File: src/hw/ipl2_pkg.sv
// Package for the second interrupt pending latch: register map, fields, reset values.
// Assumes a classic Wishbone slave with 32-bit data, byte addresses, one word per register.
package ipl2_pkg;
  // ==========================================================================
  // Register offsets
  localparam logic [7:0] IPL2_PEND_OFS = 8'h00;
  localparam logic [7:0] IPL2_MASK_OFS = 8'h04;
  localparam logic [7:0] IPL2_STAT_OFS = 8'h08;
  // ==========================================================================
  // Pending field positions
  localparam int IPL2_BIT_P31 = 5;
  localparam int IPL2_BIT_P30 = 4;
  localparam int IPL2_BIT_WATCH = 3;
  localparam int IPL2_BIT_SERIAL = 2;
  localparam int IPL2_BIT_TIMERB = 1;
  localparam int IPL2_BIT_TIMER1A = 0;
  localparam int IPL2_NSRC = 6;
  // ==========================================================================
  // Reset values
  localparam logic [5:0] IPL2_PEND_RST = 6'h00;
  localparam logic [5:0] IPL2_MASK_RST = 6'h00;
  localparam logic [5:0] IPL2_STAT_RST = 6'h00;
  // Unmapped reads return this value.
  localparam logic [31:0] IPL2_UNMAPPED = 32'h0000_0000;

  typedef enum logic [1:0] {
    IPL2_IDLE = 2'b00,
    IPL2_ACK = 2'b01
  } ipl2_state_t;

  typedef struct packed {
    logic pinP31;
    logic pinP30;
    logic watchTimer;
    logic serialIoUnit;
    logic timerB;
    logic timer1A;
  } ipl2_src_t;
endpackage : ipl2_pkg

File: src/hw/ipl2_sync.sv
// Two-flop synchroniser plus rising-edge pulse for one asynchronous pin.
// Assumes the pin is held for at least two clock periods.
`timescale 1ns/1ps
module ipl2_sync
  import ipl2_pkg::*;
(
  input wire logic clock,
  input wire logic rst,
  input wire logic pinIn,
  output logic risePulse
);
  logic meta_q, meta_d;
  logic sync_q, sync_d;
  logic prev_q, prev_d;

  always_comb begin
    meta_d = pinIn;
    sync_d = meta_q;
    prev_d = sync_q;
  end

  always_ff @(posedge clock or posedge rst) begin
    if (rst) begin
      meta_q <= 1'b0;
      sync_q <= 1'b0;
      prev_q <= 1'b0;
    end else begin
      meta_q <= meta_d;
      sync_q <= sync_d;
      prev_q <= prev_d;
    end
  end

  assign risePulse = sync_q & ~prev_q;
endmodule : ipl2_sync

File: src/hw/ipl2_flag.sv
// One pending flag: set by an event, cleared by a software write of 0.
// Assumes the event is a one-cycle pulse in the clock domain.
`timescale 1ns/1ps
module ipl2_flag
  import ipl2_pkg::*;
(
  input wire logic clock,
  input wire logic rst,
  input wire logic setPulse,
  input wire logic clrPulse,
  output logic flag
);
  logic flag_q, flag_d;

  always_comb begin
    flag_d = flag_q;
    if (clrPulse) begin
      flag_d = 1'b0;
    end
    // Set wins over clear so no request is dropped.
    if (setPulse) begin
      flag_d = 1'b1;
    end
  end

  always_ff @(posedge clock or posedge rst) begin
    if (rst) begin
      flag_q <= 1'b0;
    end else begin
      flag_q <= flag_d;
    end
  end

  assign flag = flag_q;

  // ==========================================================================
  // Checks
  set_wins_a: assert property (@(posedge clock) disable iff (rst)
    setPulse |=> flag) else $error("Set did not win over clear.");
  clr_works_a: assert property (@(posedge clock) disable iff (rst)
    (clrPulse && !setPulse) |=> !flag) else $error("Clear did not clear flag.");
  hold_flag_a: assert property (@(posedge clock) disable iff (rst)
    (!clrPulse && !setPulse) |=> flag == $past(flag)) else $error("Flag changed idly.");
endmodule : ipl2_flag

File: src/hw/ipl2_top.sv
// Second interrupt pending latch with a classic Wishbone register port.
// Assumes timer and serial events are one-cycle pulses on clock; port 3 pins are asynchronous.
//
// The Wishbone register port and the placing of the registers are this design's own decisions.
`timescale 1ns/1ps
// Functional notes
// - Bit 5 pends the port 3 pin 1 external interrupt.
// - Bit 4 pends the port 3 pin 0 external interrupt.
// - Bit 3 pends the watch timer interrupt.
// - Bit 2 pends the serial unit interrupt.
// - Bit 1 pends the timer B interrupt.
// - Pending flags read as 1; bits 7 and 6 unused; reset clears all.
// - Read 0 means nothing pending; writing 0 clears that flag.
module ipl2_top
  import ipl2_pkg::*;
(
  input wire logic clock,
  input wire logic rst,
  input wire logic port3_pin1,
  input wire logic port3_pin0,
  input wire logic watchTimerEvent,
  input wire logic serialIoUnitEvent,
  input wire logic timerBEvent,
  input wire logic timer1AEvent,
  input wire logic wb_cyc_i,
  input wire logic wb_stb_i,
  input wire logic wb_we_i,
  input wire logic [7:0] wb_adr_i,
  input wire logic [3:0] wb_sel_i,
  input wire logic [31:0] wb_dat_i,
  output logic [31:0] wb_dat_o,
  output logic wb_ack_o,
  output logic irq,
  output logic [5:0] pendingFlags
);
  // ==========================================================================
  // Event sources
  ipl2_src_t evt;
  logic [5:0] evtVec;
  logic [5:0] clrVec;
  logic [5:0] pend;

  ipl2_sync u_sync31 (
    .clock(clock),
    .rst(rst),
    .pinIn(port3_pin1),
    .risePulse(evt.pinP31)
  );
  ipl2_sync u_sync30 (
    .clock(clock),
    .rst(rst),
    .pinIn(port3_pin0),
    .risePulse(evt.pinP30)
  );
  assign evt.watchTimer = watchTimerEvent;
  assign evt.serialIoUnit = serialIoUnitEvent;
  assign evt.timerB = timerBEvent;
  assign evt.timer1A = timer1AEvent;
  // Struct order puts pin 1 at bit 5 down to timer 1/A at bit 0.
  assign evtVec = evt;

  genvar gi;
  generate
    for (gi = 0; gi < IPL2_NSRC; gi++) begin : g_flag
      ipl2_flag u_flag (
        .clock(clock),
        .rst(rst),
        .setPulse(evtVec[gi]),
        .clrPulse(clrVec[gi]),
        .flag(pend[gi])
      );
    end
  endgenerate

  // ==========================================================================
  // Wishbone slave: each request is answered in the cycle after it is taken.
  ipl2_state_t state_q, state_d;
  logic [5:0] mask_q, mask_d;
  logic [5:0] stat_q, stat_d;
  logic [31:0] rdat_q, rdat_d;
  logic [5:0] wrVal;
  logic req;
  logic wrPend;
  logic wrMask;
  logic rdPend;
  logic rdMask;
  logic rdStat;
  logic rdOther;

  function automatic logic hit(input logic [7:0] adr, input logic [7:0] ofs);
    hit = (adr[7:2] == ofs[7:2]);
  endfunction : hit

  // Only lane 0 carries flags; a write without sel[0] changes nothing.
  assign wrVal = wb_dat_i[5:0];
  assign req = wb_cyc_i & wb_stb_i & (state_q == IPL2_IDLE);
  assign wrPend = req & wb_we_i & wb_sel_i[0] & hit(wb_adr_i, IPL2_PEND_OFS);
  assign wrMask = req & wb_we_i & wb_sel_i[0] & hit(wb_adr_i, IPL2_MASK_OFS);
  assign rdPend = req & ~wb_we_i & hit(wb_adr_i, IPL2_PEND_OFS);
  assign rdMask = req & ~wb_we_i & hit(wb_adr_i, IPL2_MASK_OFS);
  assign rdStat = req & ~wb_we_i & hit(wb_adr_i, IPL2_STAT_OFS);
  assign rdOther = req & ~wb_we_i & ~rdPend & ~rdMask & ~rdStat;
  // Only zeros clear and ones are ignored, so software can clear one flag alone.
  assign clrVec = wrPend ? ~wrVal : 6'h00;

  // ==========================================================================
  // Handshake state
  always_comb begin
    state_d = state_q;
    case (state_q)
      IPL2_IDLE: begin
        if (req) begin
          state_d = IPL2_ACK;
        end
      end
      IPL2_ACK: begin
        // A request still held in the ack cycle is not taken a second time.
        state_d = IPL2_IDLE;
      end
      default: begin
        state_d = IPL2_IDLE;
      end
    endcase
  end

  always_ff @(posedge clock or posedge rst) begin
    if (rst) begin
      state_q <= IPL2_IDLE;
    end else begin
      state_q <= state_d;
    end
  end

  // ==========================================================================
  // Interrupt mask
  always_comb begin
    mask_d = mask_q;
    if (wrMask) begin
      mask_d = wrVal;
    end
  end

  always_ff @(posedge clock or posedge rst) begin
    if (rst) begin
      mask_q <= IPL2_MASK_RST;
    end else begin
      mask_q <= mask_d;
    end
  end

  // ==========================================================================
  // Event status: a sticky copy of every event, emptied by a read.
  always_comb begin
    stat_d = stat_q | evtVec;
    // An event in the cycle of the read survives, so no interrupt is lost.
    if (rdStat) begin
      stat_d = evtVec;
    end
  end

  always_ff @(posedge clock or posedge rst) begin
    if (rst) begin
      stat_q <= IPL2_STAT_RST;
    end else begin
      stat_q <= stat_d;
    end
  end

  // ==========================================================================
  // Read data: loaded at the taking edge and held until the next read.
  always_comb begin
    rdat_d = rdat_q;
    if (rdPend) begin
      rdat_d = {26'h0, pend};
    end else if (rdMask) begin
      rdat_d = {26'h0, mask_q};
    end else if (rdStat) begin
      rdat_d = {26'h0, stat_q};
    end else if (rdOther) begin
      rdat_d = IPL2_UNMAPPED;
    end
  end

  always_ff @(posedge clock or posedge rst) begin
    if (rst) begin
      rdat_q <= 32'h0000_0000;
    end else begin
      rdat_q <= rdat_d;
    end
  end

  // ==========================================================================
  // Outputs
  assign wb_ack_o = (state_q == IPL2_ACK);
  assign wb_dat_o = rdat_q;
  // The line follows status, not the flags, so clearing a flag leaves it alone.
  assign irq = |(stat_q & mask_q);
  assign pendingFlags = pend;

  // ==========================================================================
  // Checks: event sources
  timer_sets_a: assert property (@(posedge clock) disable iff (rst)
    timerBEvent |=> pendingFlags[IPL2_BIT_TIMERB])
    else $error("Timer B not pended.");

  watch_sets_a: assert property (@(posedge clock) disable iff (rst)
    watchTimerEvent |=> pendingFlags[IPL2_BIT_WATCH])
    else $error("Watch not pended.");

  serial_sets_a: assert property (@(posedge clock) disable iff (rst)
    serialIoUnitEvent |=> pendingFlags[IPL2_BIT_SERIAL])
    else $error("Serial not pended.");

  t1a_sets_a: assert property (@(posedge clock) disable iff (rst)
    timer1AEvent |=> pendingFlags[IPL2_BIT_TIMER1A])
    else $error("Timer 1/A not pended.");

  pin1_sets_a: assert property (@(posedge clock) disable iff (rst)
    $rose(port3_pin1) ##1 port3_pin1 [*2] |=> pendingFlags[IPL2_BIT_P31])
    else $error("Pin 1 not pended.");

  pin0_sets_a: assert property (@(posedge clock) disable iff (rst)
    $rose(port3_pin0) ##1 port3_pin0 [*2] |=> pendingFlags[IPL2_BIT_P30])
    else $error("Pin 0 not pended.");

  // ==========================================================================
  // Checks: pending register
  pend_read_a: assert property (@(posedge clock) disable iff (rst)
    rdPend |=> wb_ack_o && wb_dat_o == {26'h0, $past(pendingFlags)})
    else $error("Pending read wrong.");

  upper_zero_a: assert property (@(posedge clock) disable iff (rst)
    wb_ack_o |-> wb_dat_o[31:6] == 26'h0)
    else $error("Unused read bits not zero.");

  write_clear_a: assert property (@(posedge clock) disable iff (rst)
    (wrPend && !wrVal[IPL2_BIT_TIMERB] && !timerBEvent) |=> !pendingFlags[IPL2_BIT_TIMERB])
    else $error("Zero write did not clear.");

  write_clear_all_a: assert property (@(posedge clock) disable iff (rst)
    (wrPend && evtVec == 6'h00) |=> pendingFlags == ($past(pendingFlags) & $past(wrVal)))
    else $error("Pending write result wrong.");

  keep_on_one_a: assert property (@(posedge clock) disable iff (rst)
    (wrPend && wrVal == 6'h3F) |=> pendingFlags == ($past(pendingFlags) | $past(evtVec)))
    else $error("Write of ones changed flags.");

  flags_hold_a: assert property (@(posedge clock) disable iff (rst)
    !wrPend |=> (pendingFlags & $past(pendingFlags)) == $past(pendingFlags))
    else $error("Flag cleared without a write.");

  set_beats_clear_a: assert property (@(posedge clock) disable iff (rst)
    (wrPend && evtVec[IPL2_BIT_TIMERB]) |=> pendingFlags[IPL2_BIT_TIMERB])
    else $error("Clear beat a coinciding event.");

  // ==========================================================================
  // Checks: bus handshake
  ack_after_req_a: assert property (@(posedge clock) disable iff (rst)
    req |=> wb_ack_o)
    else $error("Request not acknowledged.");

  ack_pulse_a: assert property (@(posedge clock) disable iff (rst)
    wb_ack_o |=> !wb_ack_o)
    else $error("Acknowledge longer than one cycle.");

  ack_only_req_a: assert property (@(posedge clock) disable iff (rst)
    !req |=> !wb_ack_o)
    else $error("Acknowledge without request.");

  dat_hold_a: assert property (@(posedge clock) disable iff (rst)
    !(req && !wb_we_i) |=> $stable(wb_dat_o))
    else $error("Read data moved without a read.");

  unmapped_read_a: assert property (@(posedge clock) disable iff (rst)
    rdOther |=> wb_dat_o == IPL2_UNMAPPED)
    else $error("Unmapped read not zero.");

  sel_ignore_a: assert property (@(posedge clock) disable iff (rst)
    (req && wb_we_i && !wb_sel_i[0]) |=> $stable(mask_q))
    else $error("Write without lane 0 took effect.");

  // ==========================================================================
  // Checks: mask, status and interrupt
  mask_write_a: assert property (@(posedge clock) disable iff (rst)
    wrMask |=> mask_q == $past(wrVal))
    else $error("Mask write lost.");

  mask_read_a: assert property (@(posedge clock) disable iff (rst)
    rdMask |=> wb_dat_o == {26'h0, $past(mask_q)})
    else $error("Mask read wrong.");

  mask_zero_a: assert property (@(posedge clock) disable iff (rst)
    (wrMask && wrVal == 6'h00) |=> !irq)
    else $error("Interrupt with mask cleared.");

  stat_read_a: assert property (@(posedge clock) disable iff (rst)
    rdStat |=> wb_dat_o == {26'h0, $past(stat_q)})
    else $error("Status read wrong.");

  stat_clear_a: assert property (@(posedge clock) disable iff (rst)
    (rdStat && evtVec == 6'h00) |=> stat_q == 6'h00)
    else $error("Status read did not clear.");

  stat_sticky_a: assert property (@(posedge clock) disable iff (rst)
    !rdStat |=> (stat_q & $past(stat_q)) == $past(stat_q))
    else $error("Status bit lost without a read.");

  irq_event_a: assert property (@(posedge clock) disable iff (rst)
    |(evtVec & mask_d) |=> irq)
    else $error("Unmasked event raised no interrupt.");
endmodule : ipl2_top

File: config.mk
export PLATFORM = sky130hd
export DESIGN_NAME = ipl2_top
export DESIGN_NICKNAME = d
export VERILOG_FILES = /design/src/hw/ipl2_pkg.sv /design/src/hw/ipl2_sync.sv /design/src/hw/ipl2_flag.sv /design/src/hw/ipl2_top.sv
export SDC_FILE = /design/constraint.sdc
export NUM_CORES = 1
export LEC_CHECK = 0
export ABC_AREA = 0
export BUFFER_PORTS_ARGS = -buffer_cell sky130_fd_sc_hd__buf_2
export CORE_UTILIZATION = 25
export DETAILED_ROUTE_END_ITERATION = 12
export MAX_ROUTING_LAYER = met4
export SLEW_MARGIN = 10
export SYNTH_ARGS = -nofsm -noshare
export SYNTH_HDL_FRONTEND = slang
export SYNTH_HIERARCHICAL = 1
export SYNTH_SLANG_ARGS = --single-unit
File: constraint.sdc
create_clock -name clock -period 1.67 [get_ports clock]
set_input_delay 0.334 -clock clock [delete_from_list [all_inputs] [get_ports clock]]
set_output_delay 0.334 -clock clock [all_outputs]
set_load 0.01 [all_outputs]
### Yosys cells after proc, flatten, opt, wreduce, memory -nomap -nowiden

Index checks and enable logic that the tools add are counted.
Widths: inputs -> output; s select.

* multiply operators: 0
* divide/modulo/power cells: 0
* equal/unequal tests: 4
* bitwise operators: 24
* magnitude comparators: 0
* $add $sub $neg: 0
* shift operators: 0
* multiplexer cells: 20
* reduce and logical (&&, ||, !) cells: 10

Operators with widths (number)
* $mux 32: 4
* $and 1x1->1: 15
* $mux 1: 12
* $mux 6: 2
* $reduce_bool 2->1: 6
* $and 6x6->6: 1
* $eq 6x1->1 const B: 1
* $eq 6x2->1 const B: 1
* $logic_not 6->1: 1
* $not 1->1: 6
* $not 6->6: 1
* $or 6x6->6: 1
* $reduce_or 6->1: 1
* $mux 2: 2
* $reduce_bool 4->1: 1
* $eq 2x1->1 const B: 1
* $logic_not 2->1: 1
* $ne 2x2->1 const B: 1

* memory bits (read-only): 0
* logic and storage cells: 74
* latch bits: 0
* output and inout port bits: 40
* bits in writable memories: 0
* flip-flop bits (word level): 58
* input bits: 55
* memories: 0

### Logic depth before layout (Yosys ltp)

* depth after elaboration: 12
* gate-level depth with buffers: 6
* depth with buffers taken out: 5

### Hierarchy

Netlist, hierarchy kept.

By module, submodules not included
* ipl2_top: area each 1134.8 um^2, cells an instance 111, sequential area each 475.5 um^2, instances 1
* ipl2_flag: area each 40.0 um^2, cells an instance 4, sequential area each 25.0 um^2, instances 6
* ipl2_sync: area each 92.6 um^2, cells an instance 5, sequential area each 75.1 um^2, instances 2

### Least setup slack after synthesis

Ideal clock, no wire load.

* path type: input to register
* start: input port wb_adr_i[5]
* end: register stat_q[4]
* path buffers: 1
* required time: 1552 ps
* cell stages on the path: 4
* arrival: 1617 ps
* setup slack: -65 ps
* library setup time: 118 ps
* cells stage by stage: or4_4 > or4_1 > buf_2 > a21o_1

* longest elaborated chain between the ends: 3

RTL lines
* start, declared: line ipl2_top.sv:28 `input wire logic [7:0] wb_adr_i,`
* $eq 6x2->1: line ipl2_top.sv:91 `hit = (adr[7:2] == ofs[7:2]);`
* $and 1x1->1: line ipl2_top.sv:101 `assign rdStat = req & ~wb_we_i & hit(wb_adr_i, IPL2_STAT_OFS);`
* $mux 6: line ipl2_top.sv:156 `if (rdStat) begin`
* via stat_d[4]: line ipl2_top.sv:79 `logic [5:0] stat_q, stat_d;`
* end signal, assigned: line ipl2_top.sv:165 `stat_q <= stat_d;`
* end, declared: line ipl2_top.sv:79

The timed path passes the listed nets, and every way through them passes these cells.
A chain may end at the register's enable or synchronous reset.

### Final worst setup path

* start: register stat_q[3]
* end: output port irq

* longest elaborated chain between the ends: 2

RTL lines
* $and 6x6->6: line ipl2_top.sv:197 `assign irq = |(stat_q & mask_q);`
* $reduce_or 6->1: line ipl2_top.sv:197
* end, declared: line ipl2_top.sv:33 `output logic irq,`

No other way between the ends.

==> out/metrics.cfg <==
[setup_path]
critical_path.cell_chain=a22oi_1 > nand3_1 > buf_2
timing.critical_path.from_type=flop
critical_path.n_buffers_inverters=1
worst_ep_required_time_ps=1340
critical_path.reg2reg.startpoint=state_q[0]$_DFFE_PP0P_
max_stage_delay_ps=400
rrSetupSlack_ps=180
r2r_worst_path_depth=3
path_max_fanout=3
crit_type=flop to output port
worstReg2RegEnd=stat_q[5]$_DFF_PP0_
critical-path-top-delay-family=flip-flops
cp-end-kind=output port
critical_path.slowest_cell=dfrtp_1
timing.critical_path.arrival_ps=1190

[global_routing]
grt_max_degree=12
grt_pass1_vias=1092
grt_antenna_before_repair=0
gr-usage-all-layers_pct=11.6
overflow=0
grt_first_pass_wirelength_um=5340

[power_and_ir_drop]
total_leakage_power_uw=0.000938
ir_drop_mv=0.392
power.density_nw_per_um2=889

[routing]
dr_pass1_iterations=4
antenna_violating_nets_left=0
wire_per_inst_um=12.7
route.met3.wl_um=278
wirelength_um=3390
num_vias=1124
vias_per_cell=4.19
drc=0
drt_first_iter_violations=34
met2_length_um=1470
top_layer_used=met4
route.layer.met1.wl_um=1620

[finish]
antenna_diode_count=0
finish.net_count=247
drive_gt1_share_pct=32.6
areaGrowthSynthToFinish_pct=22.9
fin_area_sq_um=1920
finish.cell_count_without_fillers=268

[placement]
dp.cells=259
port-buffer-count=37
area_after_detailed_placement_sq_um=1790
gp_congestion=0.777
dp_hpwl_um=2560

[clocking]
h-tree-depth=2
cts_sinks=31
cts_clock_pin_slew_for_the_worst_setup_and_hold_paths_ps=70
cts-buffers-inserted=5
cts_tree=yes
cts_post_setup_buffers_inserted=0
clock_path_buffers=2
cts_root_buf=clkbuf_8
clock_latency_ps=280

[worst_hold_path]
min_delay_path_depth=1
worst_hold_path_type=input port to flop
timing.hold.worst_endpoint=u_sync31/meta_q$_DFF_PP0_
hold_path_startpoint=port3_pin1

[sta]
peak_clock_frequency_supported_by_timing_ghz=0.657
drv_slew=0
period_needed_ps=1520
finalHoldViolations=0
rsz0062_at_grt=false
min_period_over_period_pct=91.1
final.hold.worst_slack_ps=155
setup-violations-final=0
fin_skew_ps=4.37

[floorplan]
placement_rows=28
fp.dieW_um=81
chipHeight_um=81
initial_utilization_pct=26.2
area_of_the_core_sq_um=5960
io_pins=95
design.die.area_sq_um=6560

[flow_run]
drv_cap=0

[yosys]
synth_cell_type_count=28
syn-mean-instance-area_sq_um=10.8
ys_top_cells_by_area=dfrtp_1 50%, buf_4 13%, a21o_1 5.8%
synth.cell_area_sq_um=1560
yosysWarningCount=6
synthesis.instances=145
synth_largest_type_area_fraction_pct=49.7
post-synth-top-area-cell=dfrtp_1
synth_sequential_area_ratio_pct=49.7
synth.ff_latch_count=31

[status]
outcome=finished clean

placed cells by master (no fill, tap or decap), drive strengths merged, types with 2 or more instances in the layout:
| cell | n |
|---|---|
| buf | 45 |
| dfrtp | 31 |
| conb | 26 |
| inv | 17 |
| a21o | 12 |
| nor2 | 9 |
| mux2 | 6 |
| clkbuf | 6 |
| nor2b | 5 |
| mux2i | 4 |
| o2bb2ai | 4 |
| a22o | 4 |
| a22oi | 3 |
| or4 | 2 |
| nand3 | 2 |
| o21ai | 2 |
| nor3 | 2 |
| nand2 | 2 |
| o41ai | 2 |
worst max path at each step:
stage,cells after the start,from,to
2_1_floorplan,4,wb_adr_i[5],stat_q[4]$_DFF_PP0_
3_3_place_gp,4,wb_adr_i[5],stat_q[1]$_DFF_PP0_
3_5_place_dp,4,wb_adr_i[5],stat_q[5]$_DFF_PP0_
4_1_cts,4,wb_adr_i[5],stat_q[5]$_DFF_PP0_
5_1_grt,3,stat_q[3]$_DFF_PP0_,irq
6_report,3,stat_q[3]$_DFF_PP0_,irq
timing repair:
action                                  in CTS  in global routing
hold buffers                                 1                  0
gates resized for setup                      0                  1
hold endpoints to repair                     6                  0
endpoints found under the setup margin       0                  3
worst reg2reg max path: stages, from the launching register on:
cell	delay [ps]
dfrtp_1	390
nand4bb_1	230
or4_4	570
a21o_1	200
synthesized netlist by cell type, drive strengths merged:
library cell	number
inv	17
nor3	2
nand4bb	1
o2bb2ai	4
nor4bb	1
nor2b	5
or4	2
and3	1
nor4	1
a22oi	3
nor2	9
and4b	1
a22o	4
nand3	2
mux2i	4
o21ai	2
buf	29
dfrtp	31
a21o	12
o41ai	2
mux2	6
and3b	1
nand2	2
conb	1
clkbuf	2
stage by stage:
stage / worst slack (ps) / total power (uW) / TNS (ps) / utilization [%]
detailed placement: -244 / 943 / -1740 / 30.0
floorplan: 4.78 / 920 / 0 / -
global placement: -232 / 941 / -1380 / 30.0
finish: 148 / 1700 / 0 / 32.2
CTS: 54.7 / 1720 / 0 / 32.1
global route: 64.5 / 1780 / 0 / 32.2
where the power goes:
group	internal, uW	switching [uW]	total [uW]
clock network	482	290	773
registers	768	10.6	779
logic	58.2	93.5	152
total	1310	394	1700
cells by family (layout without fill, tap and decap cells):
family | after synthesis | in the layout | synth area share [%]
other cells | 1 | 26 | 0.240
flops | 31 | 31 | 49.7
simple gates | 28 | 28 | 11.5
compound gates | 27 | 27 | 13.5
mux | 10 | 10 | 6.90
buf+inv | 48 | 71 | 18.2
layout make-up:
type                    count  area (sq um)
inverters                  17          63.8
repair buffers             46           268
fillers                   633          4040
clock inverters             2          35.0
well taps                  75          93.8
flip-flops and latches     31           776
multi-input cells          91           598
clock buffers               6          82.6
per-layer routing:
metal	vias to the layer above	GRT usage (%)
li1	532	-
met1	533	14.9
met2	57	16.9
met3	2	3.71
met4	0	4.82
met5	-	-
registers in the layout, indices dropped and copies added, names as in the netlist:
register,flops
wb_dat_o,6
state_q,1
u_sync30/prev_q,1
u_sync30/meta_q,1
u_sync31/meta_q,1
u_sync30/prev_d,1
u_sync31/prev_q,1
mask_q,6
g_flag.u_flag/flag,6
u_sync31/prev_d,1
stat_q,6
Note: power is estimated with default switching activity, not from simulation.
